`config.mk`:
```
export PLATFORM = sky130hd
export DESIGN_NAME = tmc_timer
export DESIGN_NICKNAME = d
export VERILOG_FILES = /design/src/pkg/tmc_pkg.sv /design/src/tmc_postscaler.sv /design/src/tmc_prescaler.sv /design/src/tmc_timer.sv
export SDC_FILE = /design/constraint.sdc
export NUM_CORES = 1
export LEC_CHECK = 0
export BUFFER_PORTS_ARGS = -buffer_cell sky130_fd_sc_hd__buf_2
export CORE_ASPECT_RATIO = 0.7
export CORE_MARGIN = 2
export CORE_UTILIZATION = 44
export CTS_CLUSTER_DIAMETER = 80
export DETAILED_ROUTE_END_ITERATION = 12
export GPL_ROUTABILITY_DRIVEN = 0
export PLACE_DENSITY_LB_ADDON = 0.08
export SLEW_MARGIN = 20
export SYNTH_ARGS = -nofsm -noshare
export SYNTH_HDL_FRONTEND = slang
export SYNTH_SLANG_ARGS = --single-unit
```
`constraint.sdc`:
```
create_clock -name hclk -period 7.8 [get_ports hclk]
set_input_delay 0.39 -clock hclk [delete_from_list [all_inputs] [get_ports hclk]]
set_output_delay 0.39 -clock hclk [all_outputs]
set_load 0.05 [all_outputs]
```
`src/pkg/tmc_pkg.sv`:
```
// Package with constants, types and reset values of the timer/counter
package tmc_pkg;

	// ==========================================================
	// Register byte offsets
	localparam logic [4:0] OFS_CTL  = 5'h00;
	localparam logic [4:0] OFS_CTL2 = 5'h04;
	localparam logic [4:0] OFS_LOW  = 5'h08;
	localparam logic [4:0] OFS_HIGH = 5'h0c;
	localparam logic [4:0] OFS_STAT = 5'h10;
	localparam logic [4:0] OFS_MASK = 5'h14;

	// ==========================================================
	// Field positions
	localparam int CTL_EN_BIT     = 7;
	localparam int CTL_OUT_BIT    = 5;
	localparam int CTL_WIDTH_BIT  = 4;
	localparam int CTL_POST_LSB   = 0;
	localparam int CTL2_SRC_BIT   = 5;
	localparam int CTL2_ASYNC_BIT = 4;
	localparam int CTL2_PRE_LSB   = 0;
	localparam logic [7:0] CTL_WMASK = 8'hdf;

	// ==========================================================
	// Widths and counts
	localparam int PRE_W = 15;
	localparam int SEL_W = 4;
	localparam logic [1:0] INSTR_DIV = 2'h3;

	// ==========================================================
	// Reset values
	localparam logic [7:0] CTL_RST  = 8'h00;
	localparam logic [7:0] CTL2_RST = 8'h00;
	localparam logic [7:0] LOW_RST  = 8'h00;
	localparam logic [7:0] HIGH_RST = 8'hff;

	// ==========================================================
	// Bus states
	typedef enum logic [2:0] {
		BUS_IDLE  = 3'b001,
		BUS_WRITE = 3'b010,
		BUS_READ  = 3'b100
	} tmc_bus_t;

	// ==========================================================
	// Whole state of the timer top except hresp_reg
	typedef struct packed {
		tmc_bus_t    bus;
		logic [4:0]  addr;
		logic [7:0]  ctl;
		logic [7:0]  ctl2;
		logic [7:0]  low;
		logic [7:0]  high_true;
		logic [7:0]  high_buf;
		logic [7:0]  period_buf;
		logic        status;
		logic        mask;
		logic        irq;
		logic        tout;
		logic        tpulse;
		logic [1:0]  div;
		logic        sync1;
		logic        sync2;
		logic        sync_prev;
		logic        raw_prev;
		logic [31:0] rdata;
		logic        hready;
	} tmc_state_t;

	localparam tmc_state_t TMC_STATE_RST = '{
		bus: BUS_IDLE, addr: 5'h00, ctl: CTL_RST, ctl2: CTL2_RST,
		low: LOW_RST, high_true: 8'h00, high_buf: HIGH_RST,
		period_buf: HIGH_RST, status: 1'b0, mask: 1'b0, irq: 1'b0,
		tout: 1'b0, tpulse: 1'b0, div: 2'h0, sync1: 1'b0, sync2: 1'b0,
		sync_prev: 1'b0, raw_prev: 1'b0, rdata: 32'h0000_0000,
		hready: 1'b1
	};

	typedef struct packed {
		logic [14:0] cnt;
	} tmc_pre_t;

	typedef struct packed {
		logic [3:0] cnt;
	} tmc_post_t;

endpackage

```
`src/tmc_postscaler.sv`:
```
// Divide-by-(sel+1) postscaler on match and rollover events
`timescale 1ns/1ps
module tmc_postscaler (
	input  wire logic                      clk,
	input  wire logic                      rst_n,
	input  wire logic                      event_in,
	input  wire logic                      clear,
	input  wire logic [tmc_pkg::SEL_W-1:0] sel,
	output logic                           pulse
);
	tmc_pkg::tmc_post_t s_reg;
	tmc_pkg::tmc_post_t s_next;

	// ==========================================================
	// One pulse every sel+1 events
	always_comb begin
		pulse = event_in && !clear && (s_reg.cnt >= sel);
		s_next = s_reg;
		if (clear || pulse) begin
			s_next.cnt = 4'h0;
		end else if (event_in) begin
			s_next.cnt = s_reg.cnt + 4'h1;
		end
	end

	always_ff @(posedge clk or negedge rst_n) begin
		if (!rst_n) begin
			s_reg <= '0;
		end else begin
			s_reg <= s_next;
		end
	end
endmodule

```
`src/tmc_prescaler.sv`:
```
// Power-of-two prescaler in front of the count
`timescale 1ns/1ps
module tmc_prescaler (
	input  wire logic                      clk,
	input  wire logic                      rst_n,
	input  wire logic                      tick,
	input  wire logic                      clear,
	input  wire logic [tmc_pkg::SEL_W-1:0] sel,
	output logic                           pulse
);
	tmc_pkg::tmc_pre_t s_reg;
	tmc_pkg::tmc_pre_t s_next;
	logic [14:0]       mask;

	// ==========================================================
	// Ratio 2**sel from the low bits of the count
	always_comb begin
		mask = 15'((16'h0001 << sel) - 16'h0001);
		pulse = tick && !clear && ((s_reg.cnt & mask) == mask);
		s_next = s_reg;
		if (clear) begin
			s_next.cnt = 15'h0000;
		end else if (tick) begin
			s_next.cnt = s_reg.cnt + 15'h0001;
		end
	end

	always_ff @(posedge clk or negedge rst_n) begin
		if (!rst_n) begin
			s_reg <= '0;
		end else begin
			s_reg <= s_next;
		end
	end
endmodule

```
`src/tmc_timer.sv`:
```
// Top of the 8/16-bit timer/counter with its AHB-Lite register slave
`timescale 1ns/1ps
module tmc_timer (
	input  wire logic        hclk,
	input  wire logic        hresetn,
	input  wire logic        hsel,
	input  wire logic [31:0] haddr,
	input  wire logic [1:0]  htrans,
	input  wire logic        hwrite,
	input  wire logic [2:0]  hsize,
	input  wire logic [31:0] hwdata,
	input  wire logic        hready,
	output logic      [31:0] hrdata,
	output logic             hreadyout,
	output logic             hresp,
	input  wire logic        ext_clk_in,
	input  wire logic        sleep_mode,
	output logic             timer_out,
	output logic             timer_out_pulse,
	output logic             irq
);
	tmc_pkg::tmc_state_t s_reg;
	tmc_pkg::tmc_state_t s_next;

	logic       en;
	logic       wide;
	logic       ext_sel;
	logic       async_sel;
	logic       instr_tick;
	logic       ext_rise;
	logic       src_tick;
	logic       tick;
	logic       pre_pulse;
	logic       post_pulse;
	logic       match8;
	logic       wrap16;
	logic       count_event;
	logic       clr;
	logic       addr_ok;
	logic       wr;
	logic       rd;
	logic [7:0] rd_byte;
	logic       hresp_reg;

	// ==========================================================
	// Mode decode
	always_comb begin
		en = s_reg.ctl[tmc_pkg::CTL_EN_BIT];
		wide = s_reg.ctl[tmc_pkg::CTL_WIDTH_BIT];
		ext_sel = s_reg.ctl2[tmc_pkg::CTL2_SRC_BIT];
		async_sel = s_reg.ctl2[tmc_pkg::CTL2_ASYNC_BIT];
		instr_tick = (s_reg.div == tmc_pkg::INSTR_DIV) && !sleep_mode;
		if (async_sel) begin
			ext_rise = ext_clk_in && !s_reg.raw_prev;
		end else begin
			ext_rise = s_reg.sync2 && !s_reg.sync_prev;
		end
		src_tick = ext_sel ? ext_rise : instr_tick;
		tick = en && src_tick && (async_sel || !sleep_mode);
	end

	// ==========================================================
	// Bus decode
	always_comb begin
		addr_ok = hsel && htrans[1] && hready;
		wr = (s_reg.bus == tmc_pkg::BUS_WRITE);
		rd = (s_reg.bus == tmc_pkg::BUS_READ);
		clr = !en || (wr && ((s_reg.addr == tmc_pkg::OFS_LOW) ||
			(s_reg.addr == tmc_pkg::OFS_CTL) ||
			(s_reg.addr == tmc_pkg::OFS_CTL2)));
	end

	// ==========================================================
	// Prescaler and postscaler
	tmc_prescaler u_pre (
		.clk   (hclk),
		.rst_n (hresetn),
		.tick  (tick),
		.clear (clr),
		.sel   (s_reg.ctl2[tmc_pkg::CTL2_PRE_LSB +: tmc_pkg::SEL_W]),
		.pulse (pre_pulse)
	);

	always_comb begin
		match8 = !wide && pre_pulse && (s_reg.low == s_reg.period_buf);
		wrap16 = wide && pre_pulse && ({s_reg.high_true, s_reg.low} == 16'hffff);
		count_event = match8 || wrap16;
	end

	tmc_postscaler u_post (
		.clk      (hclk),
		.rst_n    (hresetn),
		.event_in (count_event),
		.clear    (clr),
		.sel      (s_reg.ctl[tmc_pkg::CTL_POST_LSB +: tmc_pkg::SEL_W]),
		.pulse    (post_pulse)
	);

	// ==========================================================
	// Read mux
	always_comb begin
		case (s_reg.addr)
			tmc_pkg::OFS_CTL: begin
				rd_byte = s_reg.ctl;
				rd_byte[tmc_pkg::CTL_OUT_BIT] = s_reg.tout;
			end
			tmc_pkg::OFS_CTL2: begin
				rd_byte = s_reg.ctl2;
			end
			tmc_pkg::OFS_LOW: begin
				rd_byte = s_reg.low;
			end
			tmc_pkg::OFS_HIGH: begin
				rd_byte = s_reg.high_buf;
			end
			tmc_pkg::OFS_STAT: begin
				rd_byte = {7'h00, s_reg.status};
			end
			tmc_pkg::OFS_MASK: begin
				rd_byte = {7'h00, s_reg.mask};
			end
			default: begin
				rd_byte = 8'h00;
			end
		endcase
	end

	// ==========================================================
	// Next state
	always_comb begin
		s_next = s_reg;
		s_next.tpulse = 1'b0;
		s_next.div = s_reg.div + 2'h1;
		s_next.sync1 = ext_clk_in;
		s_next.sync2 = s_reg.sync1;
		s_next.sync_prev = s_reg.sync2;
		s_next.raw_prev = ext_clk_in;

		// Counting
		if (pre_pulse) begin
			if (wide) begin
				{s_next.high_true, s_next.low} =
					{s_reg.high_true, s_reg.low} + 16'h0001;
			end else if (match8) begin
				s_next.low = 8'h00;
				s_next.period_buf = s_reg.high_buf;
			end else begin
				s_next.low = s_reg.low + 8'h01;
			end
		end

		// Read side effects
		if (rd) begin
			s_next.rdata = {24'h000000, rd_byte};
			if (wide && (s_reg.addr == tmc_pkg::OFS_LOW)) begin
				s_next.high_buf = s_reg.high_true;
			end
			if (s_reg.addr == tmc_pkg::OFS_STAT) begin
				s_next.status = 1'b0;
			end
		end

		// Postscaled event wins over a status clear
		if (post_pulse) begin
			s_next.status = 1'b1;
			s_next.tout = !s_reg.tout;
			s_next.tpulse = 1'b1;
		end

		// Register writes
		if (wr) begin
			case (s_reg.addr)
				tmc_pkg::OFS_CTL: begin
					s_next.ctl = hwdata[7:0] & tmc_pkg::CTL_WMASK;
				end
				tmc_pkg::OFS_CTL2: begin
					s_next.ctl2 = hwdata[7:0];
				end
				tmc_pkg::OFS_LOW: begin
					s_next.low = hwdata[7:0];
					if (wide) begin
						s_next.high_true = s_reg.high_buf;
					end
				end
				tmc_pkg::OFS_HIGH: begin
					s_next.high_buf = hwdata[7:0];
				end
				tmc_pkg::OFS_MASK: begin
					s_next.mask = hwdata[0];
				end
				default: begin
				end
			endcase
		end

		// Bus phases
		case (s_reg.bus)
			tmc_pkg::BUS_IDLE, tmc_pkg::BUS_WRITE: begin
				if (addr_ok) begin
					s_next.addr = haddr[4:0];
					s_next.bus = hwrite ? tmc_pkg::BUS_WRITE : tmc_pkg::BUS_READ;
					s_next.hready = hwrite;
				end else begin
					s_next.bus = tmc_pkg::BUS_IDLE;
					s_next.hready = 1'b1;
				end
			end
			tmc_pkg::BUS_READ: begin
				s_next.bus = tmc_pkg::BUS_IDLE;
				s_next.hready = 1'b1;
			end
			default: begin
				s_next.bus = tmc_pkg::BUS_IDLE;
				s_next.hready = 1'b1;
			end
		endcase

		s_next.irq = s_next.status && s_next.mask;
	end

	always_ff @(posedge hclk or negedge hresetn) begin
		if (!hresetn) begin
			s_reg <= tmc_pkg::TMC_STATE_RST;
			hresp_reg <= 1'b0;
		end else begin
			s_reg <= s_next;
			hresp_reg <= 1'b0;
		end
	end

	// ==========================================================
	// Outputs
	assign hrdata = s_reg.rdata;
	assign hreadyout = s_reg.hready;
	assign hresp = hresp_reg;
	assign timer_out = s_reg.tout;
	assign timer_out_pulse = s_reg.tpulse;
	assign irq = s_reg.irq;
endmodule
```
==> results.json, run 1 <==
{
  "status": "finished, final reports clean",
  "period_share": 0.4966,
  "path_common_cell": "mux2_4",
  "grt_pass1_vias": 3756,
  "grt_usage": 0.2096,
  "port_buffers": 32,
  "synth_top_area_cell": "dfrtp_1",
  "insertion_delay_ps": 350,
  "fmax_ghz": 0.2582,
  "hpwl_um": 9662,
  "grt_start_max_net_pins": 57,
  "dr_total_vias": 4056,
  "route.detailed.drc": 0,
  "synth_edf_count": 0,
  "cap_violations": 0,
  "crit_family": "simple AND/OR/NAND/NOR gates",
  "antenna_left": 0,
  "rsz0062_at_grt": "false",
  "clkTransAtPathRegs_ps": 60,
  "tightest_slew_ps": 964.0,
  "ir_drop_mv": 0.1117,
  "slew_violations": 0,
  "grt-ovfl-total": 0,
  "path_cells": "nor4_1 > inv_1 > ha_1 > nor2b_1 > mux2_4 > a211oi_2 > and4_1 > and3_1 > mux2_4",
  "synth-main-ff-cell": "dfrtp_1",
  "critPathBufInv": 1,
  "core_um2": 11890,
  "syn-instance-count": 525,
  "setup_viol": 0,
  "die_h_um": 97.19,
  "slowest_delay_ps": 630,
  "drtIter0Drc": 260,
  "worst-endpoint-required_ps": 8070,
  "synth_warnings": 0,
  "rows": 33,
  "p_leak_uw": 0.002402,
  "netlist_top_cells_area": "dfrtp_1 34%, dfstp_2 8.7%, buf_4 4.7%",
  "post-cts-setup-buffers": 0,
  "startpoint_type": "register",
  "syn2layout_area_growth_pct": 7.770,
  "dp_cells": 685,
  "chipWidth_um": 137.1,
  "avgRoutedWirePerCell_um": 18.94,
  "final_cell_count_no_fill": 701,
  "min_path_type": "in2async",
  "cts_tree": "built",
  "setup.worst_path.end_class": "register",
  "root_buffer": "clkbuf_16",
  "nFillCells": 1103,
  "vias_per_cell": 5.786,
  "cts.sinks": 93,
  "crit_path_top_delay_cell": "and3_1",
  "relSlewSlack": 0.3539,
  "fin_skew_ps": 7.165,
  "final_hold_viol_count": 0,
  "ys_seq_area_frac": 0.4304,
  "diodes": 0,
  "syn_area_per_cell_um2": 10.40,
  "antenna_found_initial": 0,
  "min_period_ps": 3873,
  "multi_input_area_um2": 2773,
  "powerDensity_nw_per_um2": 200.7,
  "dieArea_um2": 13330,
  "setup_tns_ps": 0,
  "cts_max_path_buffers": 2,
  "cts_resized": 0,
  "cts_hold_buf": 0,
  "final_nets": 624,
  "cts_buffers": 9,
  "start_util": 0.4591,
  "yosysTopAreaCellShare": 0.3438,
  "ys_async_sr_fraction": 1.000,
  "netlist_area_um2": 5459,
  "io_pins": 113,
  "drive_gt1_frac": 0.2188,
  "routed_wl_um": 13280,
  "regArea_um2": 2350,
  "grt_pass1_wl_um": 21280,
  "h-tree-depth": 3,
  "largest_reg_flops": 58,
  "worstSetupPathType": "reg2reg",
  "cp.arrival_ps": 4150,
  "crit_path_max_fanout": 18,
  "ys_types": 64,
  "synth-seq-cells": 93,
  "drt_pass1_iterations": 5
}
==> Yosys cell counts, types with 12 or more instances <==
| cell type | n |
|---|---|
| xnor2_1 | 17 |
| mux2_2 | 21 |
| dfstp_2 | 18 |
| nand4_1 | 12 |
| dfrtp_1 | 75 |
| or4_1 | 13 |
| and3_1 | 13 |
| o21ai_0 | 15 |
| inv_1 | 14 |
| nor2_1 | 44 |
| buf_4 | 34 |
| nand2_1 | 30 |
| nand3_1 | 20 |
| a31oi_1 | 13 |
==> through the flow <==
| step | cell area (um2) | hold slack, ps | total power (uW) | utilization | setup WS (ps) |
|---|---|---|---|---|---|
| final | 5883 | 7.861 | 1181 | 0.4947 | 3927 |
| after global routing | 5883 | 37.54 | 1225 | 0.4947 | 3629 |
| after CTS | 5883 | 25.85 | 1192 | 0.4947 | 4010 |
| after detailed placement | 5557 | 362.2 | 704.2 | 0.4673 | 4045 |
| after global placement | 5557 | 350.7 | 701.2 | 0.4673 | 3994 |
| after floorplan | 5549 | 94.41 | 666.9 | - | 4785 |
==> per-layer routing <==
layer  global-route usage  vias to the layer above  routed length (um)
met5                    0                        -                   0
met1               0.3373                     2028                6858
met3              0.04695                       11                 828
met4              0.04282                        0                  84
met2               0.2828                      117                5506
li1                     -                     1900                   -
==> power breakdown <==
part | internal (uW) | total [uW] | switching [uW]
Clock | 297 | 484 | 187
Combinational | 56.7 | 153 | 96.7
Sequential | 503 | 543 | 40.4
==> final timing paths <==
path	from	end	slack [ps]	cells after the start
worst min register to register	s_reg[33]	s_next[34]	380	0
worst min-delay path	hresetn	u_pre.s_reg[0]	8	1
min in group hclk	ext_clk_in	s_reg[33]	170	1
worst max-delay path	s_reg[79]	s_reg[46]	3930	9
max in group asynchronous	hresetn	u_pre.s_reg[12]	6670	2
worst max register to register	s_reg[79]	s_reg[46]	3930	9
==> cell usage in the layout, fill, tap and decap left out, drive strengths merged, types with 3 or more instances in the layout <==
cell / count
a21oi: 9
a22o: 7
a31oi: 13
and2: 6
and3: 13
and4: 5
buf: 35
clkbuf: 12
conb: 25
dfrtp: 75
dfstp: 18
ha: 9
inv: 14
mux2: 30
mux2i: 11
mux4: 8
nand2: 30
nand2b: 10
nand3: 20
nand4: 13
nand4b: 4
nor2: 44
nor2b: 5
nor3: 8
nor3b: 4
nor4: 6
o211ai: 7
o21ai: 16
o22ai: 3
o31ai: 10
o41ai: 4
or3: 7
or4: 13
xnor2: 17
xor2: 6
==> cell type report <==
cell class              count  area share
clock buffers              12     0.04360
repair buffers             35     0.03148
flip-flops and latches     93      0.3994
clock inverters             4     0.01191
inverters                  14    0.008932
well taps                 157     0.03339
multi-input cells         386      0.4713
==> cell families (layout without fill, tap and decap cells) <==
family	after synthesis	in the layout	share of synthesized area
AOI/OAI and AO/OA	86	86	0.1102
xor gates and xnor gates	23	23	0.03690
adders and majority gates	9	9	0.02063
buffers and inverters	70	65	0.07930
DFF	93	93	0.4304
muxes	49	49	0.1212
other	1	25	0.0006869
and+or+nand+nor	194	194	0.2006
Power figures use the tool's default switching activity.
==> inputs of run 2 (changes only) <==
clock period = 3.4 ns   (was 7.8 ns; I/O delays follow)
==> results.json, run 2 (synthesis results as in run 1) <==
{
  "drt_pass1_iterations": 6,
  "core_um2": 11890,
  "fin_util": 0.5058,
  "ir_drop_mv": 0.2302,
  "relSlewSlack": 0.4528,
  "syn2layout_area_growth_pct": 10.18,
  "cts_buffers": 9,
  "io_pins": 113,
  "powerDensity_nw_per_um2": 443.9,
  "worst-endpoint-required_ps": 3580,
  "min_path_type": "in2reg",
  "finalPower_uw": 2670,
  "slew_violations": 0,
  "drt-met1-wl_um": 7130,
  "hpwl_um": 9739,
  "drtIter0Drc": 340,
  "setup.worst_path.end_class": "register",
  "drive_gt1_frac": 0.2411,
  "cap_violations": 0,
  "p_leak_uw": 0.002466,
  "worst_hold_slack_ps": 51.05,
  "worstSetupPathType": "reg2reg",
  "crit_path_max_fanout": 12,
  "dieArea_um2": 13330,
  "status": "finished, final reports clean",
  "setup_viol": 0,
  "fin_skew_ps": 3.451,
  "min_period_ps": 3177,
  "met2_length_um": 5625,
  "nFillCells": 1096,
  "period_share": 0.9345,
  "startpoint_type": "register",
  "insertion_delay_ps": 340,
  "grt_usage": 0.2137,
  "grt_pass1_vias": 3804,
  "rows": 33,
  "final_nets": 640,
  "diodes": 0,
  "cts.sinks": 93,
  "antenna_found_initial": 0,
  "routed_wl_um": 13890,
  "cts_max_path_buffers": 2,
  "die_h_um": 97.19,
  "root_buffer": "clkbuf_16",
  "route.detailed.drc": 0,
  "grt_pass1_wl_um": 21740,
  "cp.arrival_ps": 3360,
  "chipWidth_um": 137.1,
  "met3_length_um": 1063,
  "cts_tree": "built",
  "design_area_um2": 6015,
  "rsz0062_at_grt": "false",
  "final_hold_viol_count": 0,
  "place_area_um2": 5654,
  "grt_start_max_net_pins": 65,
  "antenna_left": 0,
  "clkTransAtPathRegs_ps": 60,
  "h-tree-depth": 3,
  "largest_reg_flops": 58,
  "setup_tns_ps": 0,
  "final_common_cell": "dfrtp_1",
  "vias_per_cell": 5.816,
  "slowest_delay_ps": 470,
  "highest_layer": "met4",
  "tightest_slew_ps": 820.8,
  "start_util": 0.4591,
  "grt-ovfl-total": 0,
  "fmax_ghz": 0.3147,
  "dr_total_vias": 4170,
  "final_cell_mix": "75 x dfrtp_1, 44 x nor2_1, 31 x buf_2",
  "avgRoutedWirePerCell_um": 19.37,
  "crit_path_top_delay_cell": "nand4_2",
  "port_buffers": 32,
  "path_cells": "nor4_2 > inv_1 > ha_1 > nor2b_1 > mux2_4 > a211oi_4 > nand4_2 > o31ai_1 > a31oi_1"
}
## run 2: path summary, 6_finish.rpt
kind                            slack, ps      start  depth (start not counted)              to
worst max-delay path                  220  s_reg[79]                          9       s_reg[75]
worst min-delay path                   50     hwrite                          2       s_reg[98]
worst max register to register        220  s_reg[79]                          9       s_reg[75]
worst min register to register        370  s_reg[33]                          0      s_next[34]
max in group asynchronous            2010    hresetn                          3       s_reg[59]
min in group asynchronous             450    hresetn                          2  u_pre.s_reg[4]
## run 2: power by group
group | switching, uW | total (uW) | internal (uW) | leakage (uW)
combinational | 256 | 397 | 141 | 0.00121
clock | 422 | 1050 | 630 | 0.000152
sequential | 66.3 | 1220 | 1150 | 0.00111
## run 2: per-layer routing
metal,vias up,global-route usage
met5,-,0
met4,0,0.04044
met3,8,0.05738
met2,153,0.2828
met1,2058,0.3439
li1,1951,-
## run 2: cell type report
class	count	area, um2	share of cell area
inverters	14	52.55	0.008737
flip-flops and latches	93	2350	0.3907
clock buffers	13	270.3	0.04493
repair buffers	50	302.8	0.05034
clock inverters	3	42.54	0.007073
well taps	157	196.4	0.03266
multi-input cells	387	2800	0.4656
## run 2: worst max-delay path: cells and delay by family, from the launching register on
kind	cells	cell delay, ps
AOI/OAI and AO/OA	3	870
DFF	1	410
adders and majority gates	1	340
buffers and inverters	1	80
muxes	1	290
and+or+nand+nor	3	1020
## run 2: repair_timing
item / in CTS / in global routing
endpoints found under the hold margin: 55 / 0
endpoints found under the setup margin: 0 / 25
gates resized for setup: 0 / 3
setup buffers: 0 / 0
hold buffers: 2 / 0
## run 2: stage by stage
step                worst slack [ps]  cells
finish                         222.8    717
global route                   8.597    717
CTS                            72.03    716
detailed placement             123.3    698
global placement               173.3    698
floorplan                      384.6    549
==> inputs of run 3 (changes only) <==
CORE_MARGIN = unset   (was 2)
SETUP_SLACK_MARGIN = 0.15   (was unset)
clock period = 2.7 ns   (was 3.4 ns; I/O delays follow)
==> results.json, run 3 (synthesis results as in run 1) <==
{
  "cp.arrival_ps": 3020,
  "final_nets": 662,
  "vias_per_cell": 5.736,
  "dieArea_um2": 12860,
  "path_cells": "nor4_4 > inv_2 > ha_4 > nor2b_4 > mux2_4 > a211oi_4 > nand4_4 > buf_12 > or4_1 > a31oi_1",
  "start_util": 0.4591,
  "fin_skew_ps": 6.574,
  "cp-startpoint": "s_reg[78]",
  "finalPower_uw": 3467,
  "drive_gt1_frac": 0.3058,
  "final_common_cell": "dfrtp_1",
  "port_buffers": 32,
  "diodes": 0,
  "min_path_type": "in2reg",
  "p_leak_uw": 0.002635,
  "grt-ovfl-total": 0,
  "final_cell_count_no_fill": 739,
  "multi_input_area_um2": 2917,
  "slowest_delay_ps": 440,
  "status": "finished with violations",
  "grt_pass1_vias": 3971,
  "grt_usage": 0.2362,
  "avgRoutedWirePerCell_um": 19.06,
  "route.detailed.drc": 0,
  "hpwl_um": 10220,
  "rows": 33,
  "chipWidth_um": 135.1,
  "h-tree-depth": 3,
  "fin_ws_ps": -51.74,
  "crit_family": "simple AND/OR/NAND/NOR gates",
  "crit_path_top_delay_cell": "dfrtp_1",
  "nFillCells": 1072,
  "root_buffer": "clkbuf_16",
  "relSlewSlack": 0.3310,
  "cts_buffers": 9,
  "violations": "negative setup slack",
  "regArea_um2": 2351,
  "insertion_delay_ps": 350,
  "cap_violations": 0,
  "ir_drop_mv": 0.3706,
  "syn2layout_area_growth_pct": 16.25,
  "setup.worst_path.end_class": "register",
  "period_share": 1.019,
  "dp_cells": 713,
  "timing.rr.start": "s_reg[78]",
  "slew_violations": 0,
  "tightest_slew_ps": 1004,
  "drtIter0Drc": 262,
  "dr_total_vias": 4239,
  "clkTransAtPathRegs_ps": 60,
  "die_h_um": 95.19,
  "cts_max_path_buffers": 2,
  "grt_pass1_wl_um": 22430,
  "rsz0062_at_grt": "true",
  "cts.sinks": 93,
  "min_period_ps": 2752,
  "fin_util": 0.5337,
  "critPathBufInv": 2,
  "core_um2": 11890,
  "final_cell_mix": "74 x dfrtp_1, 44 x nor2_1, 35 x buf_4",
  "hp-start": "hwrite",
  "place_ws_ps": -121.0,
  "crit_path_max_fanout": 17,
  "cts_tree": "built",
  "powerDensity_nw_per_um2": 546.2,
  "io_pins": 113,
  "largest_reg_flops": 58,
  "final_hold_viol_count": 0,
  "grt_start_max_net_pins": 56,
  "drt_pass1_iterations": 4,
  "fmax_ghz": 0.3634,
  "antenna_found_initial": 0,
  "antenna_left": 0,
  "startpoint_type": "register",
  "worstSetupPathType": "reg2reg",
  "worst-endpoint-required_ps": 2960,
  "routed_wl_um": 14090,
  "setup_viol": 18,
  "worst_hold_slack_ps": 15.70
}
[run 3: layout make-up]
type / instances / area share
Timing Repair Buffer: 73 / 0.07926
Clock buffer: 12 / 0.04042
Multi-Input combinational cell: 386 / 0.4596
Clock inverter: 4 / 0.01104
Tap cell: 157 / 0.03095
Inverter: 14 / 0.008281
Sequential cell: 93 / 0.3705
[run 3: path summary, 6_finish.rpt]
path / slack (ps) / end / depth (start not counted)
setup / recovery: -50 / s_reg[64] / 10
min in group asynchronous: 380 / u_pre.s_reg[3] / 2
hold / removal: 20 / s_reg[98] / 2
max in group asynchronous: 1550 / s_reg[53] / 3
hold reg to reg: 380 / s_next[34] / 0
setup reg to reg: -50 / s_reg[64] / 10
[run 3: what timing repair did]
| action | in CTS | in global routing |
|---|---|---|
| pin swaps | 5 | 7 |
| cloned | 0 | 0 |
| endpoints found under the setup margin | 32 | 32 |
| hold buffers | 2 | 0 |
| buffers inserted | 7 | 1 |
| endpoints found under the hold margin | 45 | 0 |
| resized for setup | 6 | 19 |
[run 3: power by group]
group | leakage, uW | switching [uW] | internal, uW
combinational | 0.00137 | 350 | 197
sequential | 0.00111 | 65.7 | 1450
clock | 0.000163 | 541 | 859
[run 3: worst register-to-register path: stages, from the launching register on]
cell      delay (ps)
dfrtp_1          440
nor4_4           340
inv_2             80
ha_4             200
nor2b_4          130
mux2_4           290
a211oi_4         210
nand4_4          170
buf_12           200
or4_1            410
a31oi_1          200
[run 3: metrics by stage]
| stage | instance area [um2] | TNS [ps] |
|---|---|---|
| after floorplan | 5625 | -860.4 |
| after global placement | 5833 | -972.1 |
| after detailed placement | 5833 | -1445 |
| after CTS | 6257 | -815.2 |
| after global routing | 6346 | -3372 |
| final | 6346 | -454.1 |
[run 3: metal layers]
metal  vias up  global-route usage  share of wire
li1       1977                   -              -
met1      2135              0.3650           0.52
met2       115              0.3299           0.42
met3        12             0.04732          0.051
met4         0             0.06367          0.011
met5         -                   0              0
